## src/qsw_pkg.sv

```systemverilog
/*
 * package of the quad switch status readback and fault pin block: selection codes,
 * field positions, reset defaults.
 * assumes one system clock; spi framing is already decoded into strobes by the caller.
 */
package qsw_pkg;
    // status selection codes
    localparam logic [4:0] SEL_WDOG = 5'h0d;
    localparam logic [4:0] SEL_PINS0 = 5'h06;
    localparam logic [4:0] SEL_PINS1 = 5'h0e;
    localparam logic [4:0] SEL_PINS2 = 5'h0f;
    localparam logic [4:0] SEL_RESET = 5'h00;
    // serial output field positions
    localparam int SO_SEL_LSB = 8;
    localparam int SO_FLT_LSB = 4;
    // configuration reset defaults
    localparam logic [2:0] OCLO_DEF = 3'h0;
    localparam logic OCHI_DEF = 1'h0;
    localparam logic [1:0] BLANK_DEF = 2'h0;
    localparam logic [1:0] WATCHDOG_EXPIRED_FLAG_DEF = 2'h0;
    localparam logic SLEW_DEF = 1'h0;
    localparam logic CSNS_DEF = 1'h0;
    localparam logic DIS_DEF = 1'h0;
    localparam logic [1:0] OTL_DEF = 2'h0;
    typedef enum logic [1:0] {
        QSW_IDLE = 2'b00,
        QSW_FRAME = 2'b01
    } qsw_frame_t;
endpackage : qsw_pkg

```

## src/qsw_fault_chan.sv

```systemverilog
/*
 * one output channel: fault latching, output gate and fault status contribution.
 * assumes fault inputs are synchronous levels from the analog monitors.
 */
module qsw_fault_chan
    import qsw_pkg::*;
(
    // clock and reset
    input wire logic clk_sys,
    input wire logic nrst,
    // command and faults
    input wire logic cmdOn,
    input wire logic ovtFault,
    input wire logic uvFault,
    input wire logic ocFault,
    input wire logic ovFault,
    input wire logic olFault,
    input wire logic scFault,
    // results
    output logic gateOn,
    output logic faultFlag
);
    logic latch_q, latch_d, cmdOn_q;
    logic nonLatched;

    always_comb begin
        latch_d = latch_q;
        if (cmdOn && !cmdOn_q) begin
            latch_d = 1'b0;
        end
        if (cmdOn && (ovtFault || uvFault || ocFault)) begin
            latch_d = 1'b1; // RQ15
        end
    end

    always_ff @(posedge clk_sys) begin
        if (!nrst) begin
            latch_q <= 1'b0;
            cmdOn_q <= 1'b0;
        end else begin
            latch_q <= latch_d;
            cmdOn_q <= cmdOn;
        end
    end

    // overvoltage acts only while present; open load and short only when commanded off
    assign nonLatched = (cmdOn && ovFault) || (!cmdOn && (olFault || scFault)); // RQ14
    assign gateOn = cmdOn && !latch_q && !ovtFault && !uvFault && !ocFault && !ovFault; // RQ13
    assign faultFlag = (cmdOn && latch_q) || nonLatched; // RQ13

    latch_hold_a: assert property (@(posedge clk_sys) disable iff (!nrst) // RQ15
        latch_q && cmdOn_q && cmdOn |=> latch_q)
        else $error("latched fault cleared without off then on");
    off_fault_a: assert property (@(posedge clk_sys) disable iff (!nrst) // RQ14
        !cmdOn |-> faultFlag == (olFault || scFault))
        else $error("open load or short not reported while off");
    on_quiet_a: assert property (@(posedge clk_sys) disable iff (!nrst) // RQ14
        cmdOn && !latch_q && !ovFault |-> !faultFlag)
        else $error("fault flag raised while on without cause");
    gate_fault_a: assert property (@(posedge clk_sys) disable iff (!nrst) // RQ13
        ovtFault || uvFault || ocFault || ovFault |-> !gateOn)
        else $error("gate on during fault");
endmodule : qsw_fault_chan

```

## src/qsw_readback_mux.sv

```systemverilog
/*
 * readback selection of the low four serial output bits.
 * assumes all inputs are live levels or configuration registers.
 */
module qsw_readback_mux
    import qsw_pkg::*;
(
    // selection
    input wire logic [4:0] selCode,
    // sources
    input wire logic watchdogExpired,
    input wire logic [1:0] wdTimeout,
    input wire logic [1:0] failsafeStates,
    input wire logic watchdogEnabled,
    input wire logic wakeLevel,
    input wire logic [3:0] directInputPins,
    input wire logic [1:0] overtempLatchHi,
    input wire logic [3:0] otherData,
    // result
    output logic [3:0] readbackLowBits
);
    always_comb begin
        case (selCode)
            SEL_WDOG: readbackLowBits = {1'b0, watchdogExpired, wdTimeout}; // RQ1
            SEL_PINS0: readbackLowBits = {failsafeStates, watchdogEnabled, wakeLevel}; // RQ2 RQ3 RQ4
            SEL_PINS1: readbackLowBits = directInputPins; // RQ5
            SEL_PINS2: readbackLowBits = {overtempLatchHi, 2'h0}; // RQ6
            default: readbackLowBits = otherData;
        endcase
    end
endmodule : qsw_readback_mux

```

## src/qsw_status_top.sv

```systemverilog
/*
 * status readback and fault status pin of a quad high-side switch controller.
 * assumes spi frames arrive as decoded strobes synchronous to clk_sys: csFall at
 * chip select falling, frameDone with frameValid at chip select rising.
 */
// Overview of operation
// RQ1: code 01101 returns watchdog config, expired bit
// RQ2: code 00110 returns fail-safe states outputs two, zero
// RQ3: code 00110 bit one shows watchdog enabled
// RQ4: code 00110 bit zero shows wake level
// RQ5: code 01110 mirrors direct input pins
// RQ6: code 01111 returns overtemp latch settings three, two
// RQ7: reset gives protection on, lowest settings, slow
// RQ8: standalone board grounds spi pins, fail-safe select
// RQ9: without spi inputs switch outputs, fault pin low
// RQ10: overcurrent eight low, two high levels, disableable
// RQ11: watchdog timeout one of four, default otherwise
// RQ12: two sense ratios, two slew modes over spi
// RQ13: thermal, current, voltage faults force output low
// RQ14: open load and short reported only when off
// RQ15: some faults latch; off then on clears
// RQ16: serial bits echo selection code and flags
// RQ17: selection persists; invalid frame changes nothing
// RQ18: previous selection picks data, captured at chip select fall
module qsw_status_top
    import qsw_pkg::*;
(
    // clock and reset
    input wire logic clk_sys,
    input wire logic nrst,
    // decoded spi frame
    input wire logic csFall,
    input wire logic frameDone,
    input wire logic frameValid,
    input wire logic spiActive,
    input wire logic statusSelectCommand,
    input wire logic [4:0] statusSelectCode,
    input wire logic [3:0] spiOutputOn,
    input wire logic cfgWrite,
    input wire logic [2:0] cfgOcLow,
    input wire logic cfgOcHigh,
    input wire logic [1:0] cfgBlank,
    input wire logic [1:0] cfgWdTimeout,
    input wire logic cfgSlewFast,
    input wire logic cfgSenseEnable,
    input wire logic cfgSenseHigh,
    input wire logic cfgOcDisable,
    input wire logic cfgUvDisable,
    input wire logic cfgOvDisable,
    input wire logic [1:0] cfgOtLatchHi,
    // pins and monitors
    input wire logic [3:0] directInputPins,
    input wire logic wakeLevel,
    input wire logic [1:0] failsafeSelectInput,
    input wire logic watchdogEnabled,
    input wire logic watchdogExpiredFlag,
    input wire logic [3:0] ovtFault,
    input wire logic [3:0] uvFault,
    input wire logic [3:0] ocFault,
    input wire logic [3:0] ovFault,
    input wire logic [3:0] olFault,
    input wire logic [3:0] scFault,
    // results
    output logic [15:0] serialOutWord,
    output logic [3:0] outputGate,
    output logic faultStatusPin_n,
    output logic [2:0] ocLowLevel,
    output logic ocHighLevel,
    output logic [1:0] blankingTime,
    output logic [1:0] watchdogTimeout,
    output logic slewFast,
    output logic senseEnable,
    output logic senseHigh,
    output logic ocEnable,
    output logic uvEnable,
    output logic ovEnable
);
    qsw_frame_t frame_q, frame_d;
    logic [4:0] sel_q, sel_d;
    logic [15:0] so_q, so_d;
    logic [2:0] ocLo_q, ocLo_d;
    logic ocHi_q, ocHi_d;
    logic [1:0] blank_q, blank_d;
    logic [1:0] wdt_q, wdt_d;
    logic slew_q, slew_d;
    logic senEn_q, senEn_d;
    logic senHi_q, senHi_d;
    logic ocDis_q, ocDis_d;
    logic uvDis_q, uvDis_d;
    logic ovDis_q, ovDis_d;
    logic [1:0] otl_q, otl_d;
    logic [3:0] gate_q;
    logic fsn_q;
    logic [3:0] cmdOn;
    logic [3:0] chanGate;
    logic [3:0] chanFlag;
    logic [3:0] lowBits;
    logic [3:0] flt_q;
    logic [2:0] en_q, en_d;

    // outputs on only by their own pin unless spi is in use
    assign cmdOn = spiActive ? (spiOutputOn | directInputPins) : directInputPins; // RQ9

    genvar ch;
    generate
        for (ch = 0; ch < 4; ch++) begin : gChan
            qsw_fault_chan uChan (
                .clk_sys(clk_sys),
                .nrst(nrst),
                .cmdOn(cmdOn[ch]),
                .ovtFault(ovtFault[ch]),
                .uvFault(uvFault[ch] && !uvDis_q),
                .ocFault(ocFault[ch] && !ocDis_q),
                .ovFault(ovFault[ch] && !ovDis_q),
                .olFault(olFault[ch]),
                .scFault(scFault[ch]),
                .gateOn(chanGate[ch]),
                .faultFlag(chanFlag[ch])
            );
        end
    endgenerate

    qsw_readback_mux uMux (
        .selCode(sel_q),
        .watchdogExpired(watchdogExpiredFlag),
        .wdTimeout(wdt_q),
        .failsafeStates(failsafeSelectInput),
        .watchdogEnabled(watchdogEnabled),
        .wakeLevel(wakeLevel),
        .directInputPins(directInputPins),
        .overtempLatchHi(otl_q),
        .otherData(chanFlag),
        .readbackLowBits(lowBits)
    );

    always_comb begin
        frame_d = frame_q;
        sel_d = sel_q;
        so_d = so_q;
        if (csFall) begin
            frame_d = QSW_FRAME;
            so_d = {3'h0, sel_q, chanFlag, lowBits}; // RQ16 RQ18
        end
        if (frameDone) begin
            frame_d = QSW_IDLE;
            if (frameValid && spiActive && statusSelectCommand) begin
                sel_d = statusSelectCode; // RQ17
            end
        end
    end

    always_comb begin
        ocLo_d = ocLo_q;
        ocHi_d = ocHi_q;
        blank_d = blank_q;
        wdt_d = wdt_q;
        slew_d = slew_q;
        senEn_d = senEn_q;
        senHi_d = senHi_q;
        ocDis_d = ocDis_q;
        uvDis_d = uvDis_q;
        ovDis_d = ovDis_q;
        otl_d = otl_q;
        if (frameDone && frameValid && spiActive && cfgWrite) begin
            ocLo_d = cfgOcLow; // RQ10
            ocHi_d = cfgOcHigh; // RQ10
            ocDis_d = cfgOcDisable; // RQ10
            blank_d = cfgBlank;
            wdt_d = cfgWdTimeout; // RQ11
            slew_d = cfgSlewFast; // RQ12
            senEn_d = cfgSenseEnable; // RQ12
            senHi_d = cfgSenseHigh; // RQ12
            uvDis_d = cfgUvDisable;
            ovDis_d = cfgOvDisable;
            otl_d = cfgOtLatchHi; // RQ6
        end
        // enables kept as flops so those outputs come straight from registers
        en_d = ~{ocDis_d, uvDis_d, ovDis_d}; // RQ10
    end

    always_ff @(posedge clk_sys) begin
        if (!nrst) begin
            frame_q <= QSW_IDLE;
            sel_q <= SEL_RESET;
            so_q <= 16'h0000;
            ocLo_q <= OCLO_DEF; // RQ7
            ocHi_q <= OCHI_DEF; // RQ7
            blank_q <= BLANK_DEF; // RQ7
            wdt_q <= WATCHDOG_EXPIRED_FLAG_DEF; // RQ7
            slew_q <= SLEW_DEF; // RQ7
            senEn_q <= CSNS_DEF; // RQ7
            senHi_q <= CSNS_DEF;
            ocDis_q <= DIS_DEF; // RQ7
            uvDis_q <= DIS_DEF;
            ovDis_q <= DIS_DEF;
            otl_q <= OTL_DEF;
            gate_q <= 4'h0;
            fsn_q <= 1'b1;
            flt_q <= 4'h0;
            en_q <= ~{DIS_DEF, DIS_DEF, DIS_DEF}; // RQ7
        end else begin
            frame_q <= frame_d;
            sel_q <= sel_d;
            so_q <= so_d;
            ocLo_q <= ocLo_d;
            ocHi_q <= ocHi_d;
            blank_q <= blank_d;
            wdt_q <= wdt_d;
            slew_q <= slew_d;
            senEn_q <= senEn_d;
            senHi_q <= senHi_d;
            ocDis_q <= ocDis_d;
            uvDis_q <= uvDis_d;
            ovDis_q <= ovDis_d;
            otl_q <= otl_d;
            gate_q <= chanGate; // RQ13
            fsn_q <= ~|chanFlag; // RQ9
            flt_q <= chanFlag;
            en_q <= en_d;
        end
    end

    assign serialOutWord = so_q;
    assign outputGate = gate_q;
    assign faultStatusPin_n = fsn_q;
    assign ocLowLevel = ocLo_q;
    assign ocHighLevel = ocHi_q;
    assign blankingTime = blank_q;
    assign watchdogTimeout = wdt_q;
    assign slewFast = slew_q;
    assign senseEnable = senEn_q;
    assign senseHigh = senHi_q;
    assign ocEnable = en_q[2];
    assign uvEnable = en_q[1];
    assign ovEnable = en_q[0];

    // readback and serial word
    wdog_read_a: assert property (@(posedge clk_sys) disable iff (!nrst) // RQ1
        csFall && sel_q == SEL_WDOG |=> serialOutWord[2] == $past(watchdogExpiredFlag))
        else $error("watchdog expired bit wrong");
    pins0_read_a: assert property (@(posedge clk_sys) disable iff (!nrst) // RQ2
        csFall && sel_q == SEL_PINS0 |=> serialOutWord[3:2] == $past(failsafeSelectInput))
        else $error("fail-safe states wrong");
    wden_read_a: assert property (@(posedge clk_sys) disable iff (!nrst) // RQ3
        csFall && sel_q == SEL_PINS0 |=> serialOutWord[1] == $past(watchdogEnabled))
        else $error("watchdog enable bit wrong");
    wake_read_a: assert property (@(posedge clk_sys) disable iff (!nrst) // RQ4
        csFall && sel_q == SEL_PINS0 |=> serialOutWord[0] == $past(wakeLevel))
        else $error("wake bit wrong");
    inpins_read_a: assert property (@(posedge clk_sys) disable iff (!nrst) // RQ5
        csFall && sel_q == SEL_PINS1 |=> serialOutWord[3:0] == $past(directInputPins))
        else $error("direct input mirror wrong");
    otl_read_a: assert property (@(posedge clk_sys) disable iff (!nrst) // RQ6
        csFall && sel_q == SEL_PINS2 |=> serialOutWord[3:2] == $past(otl_q))
        else $error("overtemp latch readback wrong");
    other_read_a: assert property (@(posedge clk_sys) disable iff (!nrst) // RQ18
        csFall && sel_q == SEL_RESET |=> serialOutWord[3:0] == $past(chanFlag))
        else $error("fault flag readback wrong");
    echo_sel_a: assert property (@(posedge clk_sys) disable iff (!nrst) // RQ16
        csFall |=> serialOutWord[SO_SEL_LSB +: 5] == $past(sel_q))
        else $error("selection echo wrong");
    flags_echo_a: assert property (@(posedge clk_sys) disable iff (!nrst) // RQ16
        csFall |=> serialOutWord[SO_FLT_LSB +: 4] == flt_q)
        else $error("fault flags in serial word wrong");
    so_keep_a: assert property (@(posedge clk_sys) disable iff (!nrst) // RQ18
        !csFall |=> $stable(serialOutWord))
        else $error("serial word changed without chip select fall");
    sel_keep_a: assert property (@(posedge clk_sys) disable iff (!nrst) // RQ17
        !(frameDone && frameValid && statusSelectCommand) |=> sel_q == $past(sel_q))
        else $error("selection changed without valid command");
    sel_take_a: assert property (@(posedge clk_sys) disable iff (!nrst) // RQ17
        frameDone && frameValid && spiActive && statusSelectCommand
            |=> sel_q == $past(statusSelectCode))
        else $error("selection not taken from valid command");

    // configuration, pins and reset
    fault_pin_a: assert property (@(posedge clk_sys) disable iff (!nrst) // RQ9
        nrst && |chanFlag |=> !faultStatusPin_n)
        else $error("fault pin not low on fault");
    fault_clear_a: assert property (@(posedge clk_sys) disable iff (!nrst) // RQ9
        nrst && !(|chanFlag) |=> faultStatusPin_n)
        else $error("fault pin low without fault");
    standalone_gate_a: assert property (@(posedge clk_sys) disable iff (!nrst) // RQ9
        nrst && !spiActive |=> (outputGate & ~$past(directInputPins)) == 4'h0)
        else $error("output on without its own pin");
    oc_dis_a: assert property (@(posedge clk_sys) disable iff (!nrst) // RQ10
        frameDone && frameValid && spiActive && cfgWrite |=> ocEnable == !$past(cfgOcDisable))
        else $error("overcurrent enable not taken");
    standalone_cfg_a: assert property (@(posedge clk_sys) disable iff (!nrst) // RQ11
        !spiActive |=> $stable(watchdogTimeout) && $stable(slewFast))
        else $error("config changed without spi");
    cfg_keep_a: assert property (@(posedge clk_sys) disable iff (!nrst) // RQ12
        !(frameDone && frameValid && spiActive && cfgWrite) |=> $stable(ocLowLevel)
            && $stable(blankingTime) && $stable(senseEnable) && $stable(senseHigh))
        else $error("config changed without write");
    reset_def_a: assert property (@(posedge clk_sys) // RQ7
        !nrst |=> ocLowLevel == OCLO_DEF && ocHighLevel == OCHI_DEF
            && blankingTime == BLANK_DEF && watchdogTimeout == WATCHDOG_EXPIRED_FLAG_DEF && slewFast == SLEW_DEF
            && senseEnable == CSNS_DEF && ocEnable && uvEnable && ovEnable)
        else $error("reset defaults wrong");

    // coverage of the main scenarios
    rd_wdog_c: cover property (@(posedge clk_sys) csFall && sel_q == SEL_WDOG);
    rd_pins_c: cover property (@(posedge clk_sys) csFall && sel_q == SEL_PINS1);
    fault_c: cover property (@(posedge clk_sys) !faultStatusPin_n);
    cfg_c: cover property (@(posedge clk_sys) frameDone && frameValid && cfgWrite);
    frame_c: cover property (@(posedge clk_sys) frame_q == QSW_FRAME && frameDone);
endmodule : qsw_status_top

```

## config.mk

```make
export PLATFORM = sky130hd
export DESIGN_NAME = qsw_status_top
export DESIGN_NICKNAME = d
export VERILOG_FILES = /design/src/qsw_pkg.sv /design/src/qsw_fault_chan.sv /design/src/qsw_readback_mux.sv /design/src/qsw_status_top.sv
export SDC_FILE = /design/constraint.sdc
export NUM_CORES = 1
export LEC_CHECK = 0
export BUFFER_PORTS_ARGS = -buffer_cell sky130_fd_sc_hd__buf_2
export CAP_MARGIN = 20
export CORE_AREA = 3 3 72 74
export DETAILED_ROUTE_END_ITERATION = 8
export DIE_AREA = 0 0 75 77
export GPL_TIMING_DRIVEN = 0
export PLACE_DENSITY = 0.75
export SYNTH_ARGS = -nofsm -noshare
export SYNTH_HDL_FRONTEND = slang
export SYNTH_SLANG_ARGS = --single-unit
```

## constraint.sdc

```tcl
create_clock -name clk_sys -period 1.4 [get_ports clk_sys]
set_input_delay 0.14 -clock clk_sys [delete_from_list [all_inputs] [get_ports clk_sys]]
set_output_delay 0.14 -clock clk_sys [all_outputs]
set_load 0.005 [all_outputs]
```

After elaboration in Yosys (flattened, before gate mapping)
Index checks and enable logic that the tools add are counted.
- muxes and demuxes: 13
- bitwise logic cells: 2
- eq/ne operators: 4
- reduce and logical (&&, ||, !) cells: 115
- operator list (operator ; count):
    $logic_and A1 B1 Y1 ; 57
    $logic_not A1 Y1 ; 32
    $logic_or A1 B1 Y1 ; 20
    $pmux W4 S4 ; 1
    $eq A5 B4 Y1 const B ; 3
    $mux W1 ; 11
    $reduce_bool A2 Y1 ; 4
    $eq A5 B3 Y1 const B ; 1
    $mux W4 ; 1
    $or A4 B4 Y4 ; 1
    $reduce_or A4 Y1 ; 1
    $not A3 Y3 ; 1
    $reduce_and A2 Y1 ; 1
- output and inout port bits: 35
- input bits: 66
- logic and storage cells: 158
- register bits after elaboration: 50

Logic depth before layout (Yosys ltp)
Gate-level depths: netlist of run 1.
- depth after elaboration: 8
- mapped depth: 5
- gate-level depth less buffers: 4

By module
A second synthesis of run 1 with hierarchy kept.
- cell total of the unflattened synthesis: 243
- area, all modules: 2387.3 sq um
- modules (own cells, without submodules) (module ; times used ; area an instance (sq um) ; sequential area each (sq um) ; cells each):
    qsw_status_top ; 1 ; 1709.1 ; 840.8 ; 172
    qsw_fault_chan ; 4 ; 111.4 ; 40.0 ; 10
    qsw_readback_mux ; 1 ; 232.7 ; 0.0 ; 31

Worst setup path before layout of run 1
OpenSTA, ideal clock, no wires.
- path type: register to register
- from: register sel_q[3]
- to: register so_q[0], in the netlist serialOutWord[0]
- setup time: 0.123 ns
- path slack: 0.160 ns
- data required time: 1.277 ns
- stages on the path, launching flop included: 6
- path buffers: 1
- clock period less this slack: 1.240 ns
- data arrival time: 1.117 ns
- cell sequence: dfxtp_1 buf_2 nand2_1 a21o_1 a221oi_1 nor2_1
- cells in the longest elaborated chain, start to end: 2
- elaborated cells between the ends (all ways): 5
- classes of those cells: eq/ne: 4; mux: 1
- RTL lines (item ; line ; RTL):
    start: declaration ; qsw_status_top.sv:79 ; logic [4:0] sel_q, sel_d;
    start signal: assignment ; qsw_status_top.sv:203 ; sel_q <= sel_d;
    $eq A5 B4 Y1 or $eq A5 B3 Y1 (tied branches) ; qsw_readback_mux.sv:23 ; case (selCode)
    $pmux W4 S4 (*) ; qsw_readback_mux.sv:23 ;
    end signal: assignment ; qsw_status_top.sv:185 ; so_q <= 16'h0000;
    end signal: assignment ; qsw_status_top.sv:204 ; so_q <= so_d;
    end: declaration ; qsw_status_top.sv:80 ; logic [15:0] so_q, so_d;
Every way passes the cells marked *; elsewhere a longest branch is shown, timed or not.
A chain may end at the register's enable or synchronous reset.

Worst setup path after layout of run 1
- from: register ovDis_q
- to: register so_q[1], in the netlist serialOutWord[1]
- cells in the longest elaborated chain, start to end: 6
- RTL lines (item ; line ; RTL):
    start: declaration ; qsw_status_top.sv:90 ; logic ovDis_q, ovDis_d;
    start signal: assignment ; qsw_status_top.sv:214 ; ovDis_q <= ovDis_d;
    $logic_not A1 Y1 ; qsw_status_top.sv:114 ; .ovFault(ovFault[ch] && !ovDis_q),
    $logic_and A1 B1 Y1 ; qsw_status_top.sv:114 ;
    $logic_and A1 B1 Y1 ; qsw_fault_chan.sv:47 ; assign nonLatched = (cmdOn && ovFault) || (!cmdOn && (olFault || scFault));
    $logic_or A1 B1 Y1 ; qsw_fault_chan.sv:47 ;
    $logic_or A1 B1 Y1 ; qsw_fault_chan.sv:49 ; assign faultFlag = (cmdOn && latch_q) || nonLatched;
    $pmux W4 S4 ; qsw_readback_mux.sv:23 ;
No other way between the ends.

==> impl_results.md, run 1 <==
- Kind of critical path: reg2reg
- Nets: 399
- Final hold violations: 0
- Cell Chain, Critical Path: nor2b_1, o31a_1, a221oi_1, nor2_1
- Inserted Clock Buffers: 5
- Initial Util: 45.2%
- Diode count: 0
- Initial antenna violation count: 0
- Max-Cap Viols: 0
- Fin cells: 388
- Synth area leaders: dfxtp_1, mux2i_1, nand2_1
- Slew Limit Fails: 0
- Metal3 WL: 408 um
- Die Wd: 75 um
- Via density: 5.03
- Core area: 4660 um2
- Final ANT Viol Nets: 0
- Die area: 5780 um2
- Pwr per Cell Area: 978 nW/um2
- Syn Inst Count: 228
- Total Wirelength: 5170 um
- Tot GR Track Use: 18.8%
- # rows: 25
- CP endpoint kind: register
- WP data required: 1.59 ns
- VDD IR-drop max: 0.000834 V
- Worst hold path class: in2reg
- CP Max Fanout: 5
- Worst Setup EP: serialOutWord[1]$_SDFFE_PN0P_
- Clock Sink Count: 50
- Count leader, synth: dfxtp_1
- Setup TNS: 0 ns
- Post-synthesis cell type count: 30
- CTS tree: done
- Setup Skew: 0.00436 ns
- DRT Pass-1 Iters: 5
- Mapped Avg Cell Area: 9.24 um2
- Max Fclk: 0.762 GHz
- DR vias: 1,951
- WP data arrival: 1.50 ns
- Hold_buf cts: 0
- Synth Register Bits: 50
- First-pass GRT wire length: 8540 um
- Netlist Area Pre-Place: 2110 um2
- Layout Utilization: 59.3%
- Layout cells sized above 1: 34.1%
- WL met2: 2460 um
- Crit share post-route: 93.7%
- Syn. warnings: 0
- PortBufs: 95
- Worst r2r src: ovDis_q$_SDFF_PN0_
- Highest metal used: met4
- Ports: 101
- Worst-path clk slew: 0.09 ns
- Clock root cell: clkbuf_8
- Critical R2R Capture: serialOutWord[1]$_SDFFE_PN0P_
- Placed insts: 379
- CP startpoint kind: register
- FFs w/ async S/R, synth: 0%
- Worst R2R Path Depth: 4
- Power Total: 2.70 mW
- Seq/Total Area, Yosys: 47.5%
- Worst-Skew Late Latency: 0.30 ns
- Pleak: 1.25 nW
- WL met1: 2240 um
- 1st-iter DRT viols: 59
- Minimum clock period: 1.31 ns
- Final HPWL DP: 4090 um
- Reg2reg setup slack: 0.09 ns
- Pin count of the biggest net entering global routing: 15
- Final Wtd Congestion: 0.795
- Post-synth EDFFs: 0
- Ys flop type: dfxtp_1
- Status: finished, final reports clean
- Synth top area share: 47.5%
- Leading cell types by count after synthesis: dfxtp_1, nand2_1, nor2b_1, mux2i_1, o21ai_0
- DR WL/cell: 13.3 um
- P&R area growth vs syn: 31.1%
- Die height: 77 um
- Final setup viols: 0
- RSZ-0062 raised after global routing: false
- Max Buffers Root-to-Sink: 2
- Cell taking the most area after synthesis: dfxtp_1
- DRC Markers: 0
- Critical path's largest stage delay: 0.42 ns
- Setup ws final: 0.0877 ns
- Slowest-stage cell, CP: dfxtp_1
- CP Launch Point: ovDis_q$_SDFF_PN0_
- H-tree depth: 2
- Worst slack at placement: -0.00588 ns
- Number of global-route vias before repair: 1,941
- Total congestion overflow: 0
worst min path at each step:
stage / depth (start not counted) / to / start
6_report: 3 / ocLowLevel[1]$_SDFFE_PN0P_ / cfgOcLow[1]
5_1_grt: 3 / slewFast$_SDFFE_PN0P_ / cfgSlewFast
4_1_cts: 3 / ocHighLevel$_SDFFE_PN0P_ / cfgOcHigh
3_5_place_dp: 3 / ocLowLevel[1]$_SDFFE_PN0P_ / cfgOcLow[1]
3_3_place_gp: 3 / ocLowLevel[2]$_SDFFE_PN0P_ / cfgOcLow[2]
2_1_floorplan: 2 / ocLowLevel[1]$_SDFFE_PN0P_ / cfgOcLow[1]
logic make-up after synthesis:
group / count (synthesis) / share of synthesized area [%]
AOI/OAI and AO/OA: 54 / 18.7
muxes: 18 / 8.55
DFF: 50 / 47.5
other: 1 / 0.178
and+or+nand+nor: 87 / 20.7
buffers and inverters: 18 / 4.39
critical path, delay by kind of cell, from the launching register on:
| kind | cells | cell delay [ns] |
|---|---|---|
| AO/OA/AOI/OAI | 2 | 0.61 |
| flip-flops | 1 | 0.42 |
| AND/OR/NAND/NOR | 2 | 0.17 |
report_power, final:
part / internal (mW) / leakage [nW] / switching, mW
registers: 1.48 / 0.409 / 0.0292
clock network: 0.399 / 0.0482 / 0.454
logic: 0.181 / 0.796 / 0.161
total: 2.06 / 1.25 / 0.644
stage by stage:
step | area (um2) | hold slack [ns]
2_1_floorplan | 2110 | 0.285
3_3_place_gp | 2660 | 0.389
3_5_place_dp | 2660 | 0.400
4_1_cts | 2750 | 0.0699
5_1_grt | 2760 | 0.0709
6_report | 2760 | 0.0705
layout by cell type (no fill, tap or decap), types with 7 or more instances in the layout:
master | Yosys | routed
buf_2 | 5 | 99
dfxtp_1 | 50 | 50
nand2_1 | 40 | 40
nor2b_1 | 22 | 22
mux2i_1 | 18 | 18
o21ai_0 | 16 | 16
a21boi_0 | 14 | 14
clkbuf_1 | 6 | 7
and2_1 | 7 | 7
registers in the layout, summed over array words and instances, names as in the netlist:
signal and count:
gChan.uChan.cmdOn_q 4, ocHighLevel 1, en_q 3, ovDis_q 1
ocLowLevel 3, serialOutWord 13, ocDis_q 1, watchdogTimeout 2
blankingTime 2, gChan.uChan.latch_q 4, sel_q 5, slewFast 1
otl_q 2, senseEnable 1, uvDis_q 1, senseHigh 1
faultStatusPin_n 1, outputGate 4
what timing repair did:
| item | 4_1_cts | 5_1_grt |
|---|---|---|
| setup endpoints to repair | 2 | 2 |
| gates resized for setup | 1 | 1 |
| pin swaps | 0 | 1 |
| setup buffers | 0 | 1 |
area by class of cell:
type	instances	area (um2)
buffer	15	87.6
timing repair buffer	96	483
tap	54	67.6
clock buffer	7	86.3
sequential	50	1000
inverter	3	11.3
fill	451	1900
multi-input combinational	162	1020
clock inverter	1	5.00
routing by layer:
metal / global-route usage (%) / vias to the layer above
met5: 0 / -
met4: 5.34 / 0
met3: 6.42 / 8
met1: 23.6 / 884
met2: 30.2 / 62
li1: - / 997
No activity file was read; power rests on OpenSTA's default activity.
==> run 2: changes to the inputs <==
--- a/config.mk
+++ b/config.mk
@@ -12,6 +12,8 @@
 export DIE_AREA = 0 0 75 77
 export GPL_TIMING_DRIVEN = 0
 export PLACE_DENSITY = 0.75
+export SKIP_CTS_REPAIR_TIMING = 1
+export SLEW_MARGIN = 20
 export SYNTH_ARGS = -nofsm -noshare
 export SYNTH_HDL_FRONTEND = slang
 export SYNTH_SLANG_ARGS = --single-unit
==> constraint.sdc (replaced) <==
create_clock -name clk_sys -period 1.3 [get_ports clk_sys]
set_input_delay 0.13 -clock clk_sys [delete_from_list [all_inputs] [get_ports clk_sys]]
set_output_delay 0.13 -clock clk_sys [all_outputs]
set_load 0.005 [all_outputs]
==> impl_results.md, run 2 (same netlist as run 1, synthesis figures left out) <==
- Number of global-route vias before repair: 1,938 (was 1,941)
- Setup Skew: 0.00472 ns (was 0.00436 ns)
- CP endpoint kind: register (unchanged)
- Critical path's largest stage delay: 0.38 ns (was 0.42 ns)
- Metal3 WL: 410 um (was 408 um)
- CP Max Fanout: 5 (unchanged)
- Die Wd: 75 um (unchanged)
- Worst hold path class: in2reg (unchanged)
- Clock Sink Count: 50 (unchanged)
- Final ANT Viol Nets: 0 (unchanged)
- Final hold violations: 0 (unchanged)
- DR vias: 1,956 (was 1,951)
- Total congestion overflow: 0 (unchanged)
- Max-Cap Viols: 0 (unchanged)
- Crit share post-route: 95.4% (was 93.7%)
- # rows: 25 (unchanged)
- Max Buffers Root-to-Sink: 2 (unchanged)
- Die area: 5780 um2 (unchanged)
- Worst-Skew Late Latency: 0.30 ns (about the same)
- Highest metal used: met4 (unchanged)
- Worst-path clk slew: 0.09 ns (about the same)
- Total Wirelength: 5140 um (was 5170 um)
- Final HPWL DP: 4090 um (unchanged)
- CP startpoint kind: register (unchanged)
- Final Wtd Congestion: 0.795 (unchanged)
- Slowest-stage cell, CP: dfxtp_2 (was dfxtp_1)
- Commonest non-fill, non-tap cell in the layout: buf_2 (unchanged)
- Area of the multi-input gates: 1040 um2 (was 1020 um2)
- WL met1: 2220 um (was 2240 um)
- Core area: 4660 um2 (unchanged)
- RSZ-0062 raised after global routing: true (was false)
- Layout Utilization: 59.8% (was 59.3%)
- Initial antenna violation count: 0 (unchanged)
- Max Fclk: 0.806 GHz (was 0.762 GHz)
- Kind of critical path: reg2reg (unchanged)
- FF+latch area: 1000 um2 (about the same)
- Pin count of the biggest net entering global routing: 15 (unchanged)
- Ports: 101 (unchanged)
- WP data arrival: 1.43 ns (was 1.50 ns)
- Clock root cell: clkbuf_8 (unchanged)
- DRC Markers: 0 (unchanged)
- Layout cells sized above 1: 35.9% (was 34.1%)
- H-tree depth: 2 (unchanged)
- First-pass GRT wire length: 8500 um (was 8540 um)
- Setup TNS: 0 ns (unchanged)
- DRT Pass-1 Iters: 4 (was 5)
- Cell Chain, Critical Path: nor2b_1, o31a_1, a221oi_2, nor2_1 (was nor2b_1, o31a_1, a221oi_1, nor2_1)
- Fin cells: 388 (unchanged)
- CTS tree: done (unchanged)
- Slew Limit Fails: 0 (unchanged)
- Pleak: 1.26 nW (was 1.25 nW)
- 1st-iter DRT viols: 69 (was 59)
- Final setup viols: 0 (unchanged)
- Placed insts: 379 (unchanged)
- Minimum clock period: 1.24 ns (was 1.31 ns)
- Fillers: 447 (was 451)
- DR WL/cell: 13.3 um (about the same)
- Die height: 77 um (unchanged)
- Initial Util: 45.2% (unchanged)
- Inserted Clock Buffers: 5 (unchanged)
- VDD IR-drop max: 0.000898 V (was 0.000834 V)
- Tot GR Track Use: 18.8% (about the same)
- Hold_ws: 0.0646 ns (was 0.0705 ns)
- Pwr per Cell Area: 1040 nW/um2 (was 978 nW/um2)
- WL met2: 2450 um (was 2460 um)
- Nets: 399 (unchanged)
- Most frequent cells in the layout: buf_2, dfxtp_1, nand2_1 (unchanged)
- Via density: 5.04 (was 5.03)
- WP data required: 1.49 ns (was 1.59 ns)
- Diode count: 0 (unchanged)
- PortBufs: 95 (unchanged)
- Status: finished, final reports clean (unchanged)
- Max reg flops: 13 (unchanged)
- P&R area growth vs syn: 32.2% (was 31.1%)
-- run 2: cell counts in the layout (fill, tap and decap cells not counted) --
Identical to the previous run, type by type.
-- run 2: final cells by class --
cell class,count,area share (%)
Inverter,3,0.404
Buffer,15,3.14
Clock inverter,1,0.180
Multi-Input combinational cell,162,37.4
Timing Repair Buffer,96,17.3
Clock buffer,7,3.10
Sequential cell,50,36.0
Tap cell,54,2.42
-- run 2: report_power, final --
group	leakage, nW	switching, mW	internal, mW	total, mW
Combinational	0.798	0.176	0.197	0.373
Clock	0.0482	0.485	0.430	0.914
Sequential	0.410	0.0320	1.59	1.62
Total	1.26	0.692	2.22	2.91
-- run 2: layer usage --
| metal | vias to the layer above | track usage (%) |
|---|---|---|
| met3 | 6 | 6.42 |
| met2 | 62 | 30.2 |
| met4 | 0 | 5.34 |
| li1 | 995 | - |
| met5 | - | 0 |
| met1 | 893 | 23.4 |
-- run 2: worst paths after layout --
kind | startpoint | endpoint | slack [ns] | depth (start not counted)
worst min register to register | gChan[0].uChan.latch_q$_SDFFE_PN0P_ | outputGate[0]$_SDFF_PN0_ | 0.44 | 1
worst max register to register | ovDis_q$_SDFF_PN0_ | serialOutWord[1]$_SDFFE_PN0P_ | 0.06 | 4
worst min-delay path | cfgOcLow[1] | ocLowLevel[1]$_SDFFE_PN0P_ | 0.06 | 3
worst max-delay path | ovDis_q$_SDFF_PN0_ | serialOutWord[1]$_SDFFE_PN0P_ | 0.06 | 4
-- run 2: worst max-delay path, delay by kind of cell (launching register included) --
family          cells  cell delay, ns
compound gates      2            0.61
flops               1            0.38
simple gates        2            0.15
-- run 2: stage by stage --
| step | power [mW] | cell area [um2] | worst slack, ns |
|---|---|---|---|
| floorplan | 1.84 | 2110 | 0.0598 |
| global placement | 2.02 | 2660 | -0.0912 |
| detailed placement | 2.03 | 2660 | -0.0961 |
| CTS | 2.93 | 2750 | -0.110 |
| global route | 3.06 | 2790 | -0.000991 |
| finish | 2.91 | 2790 | 0.0595 |
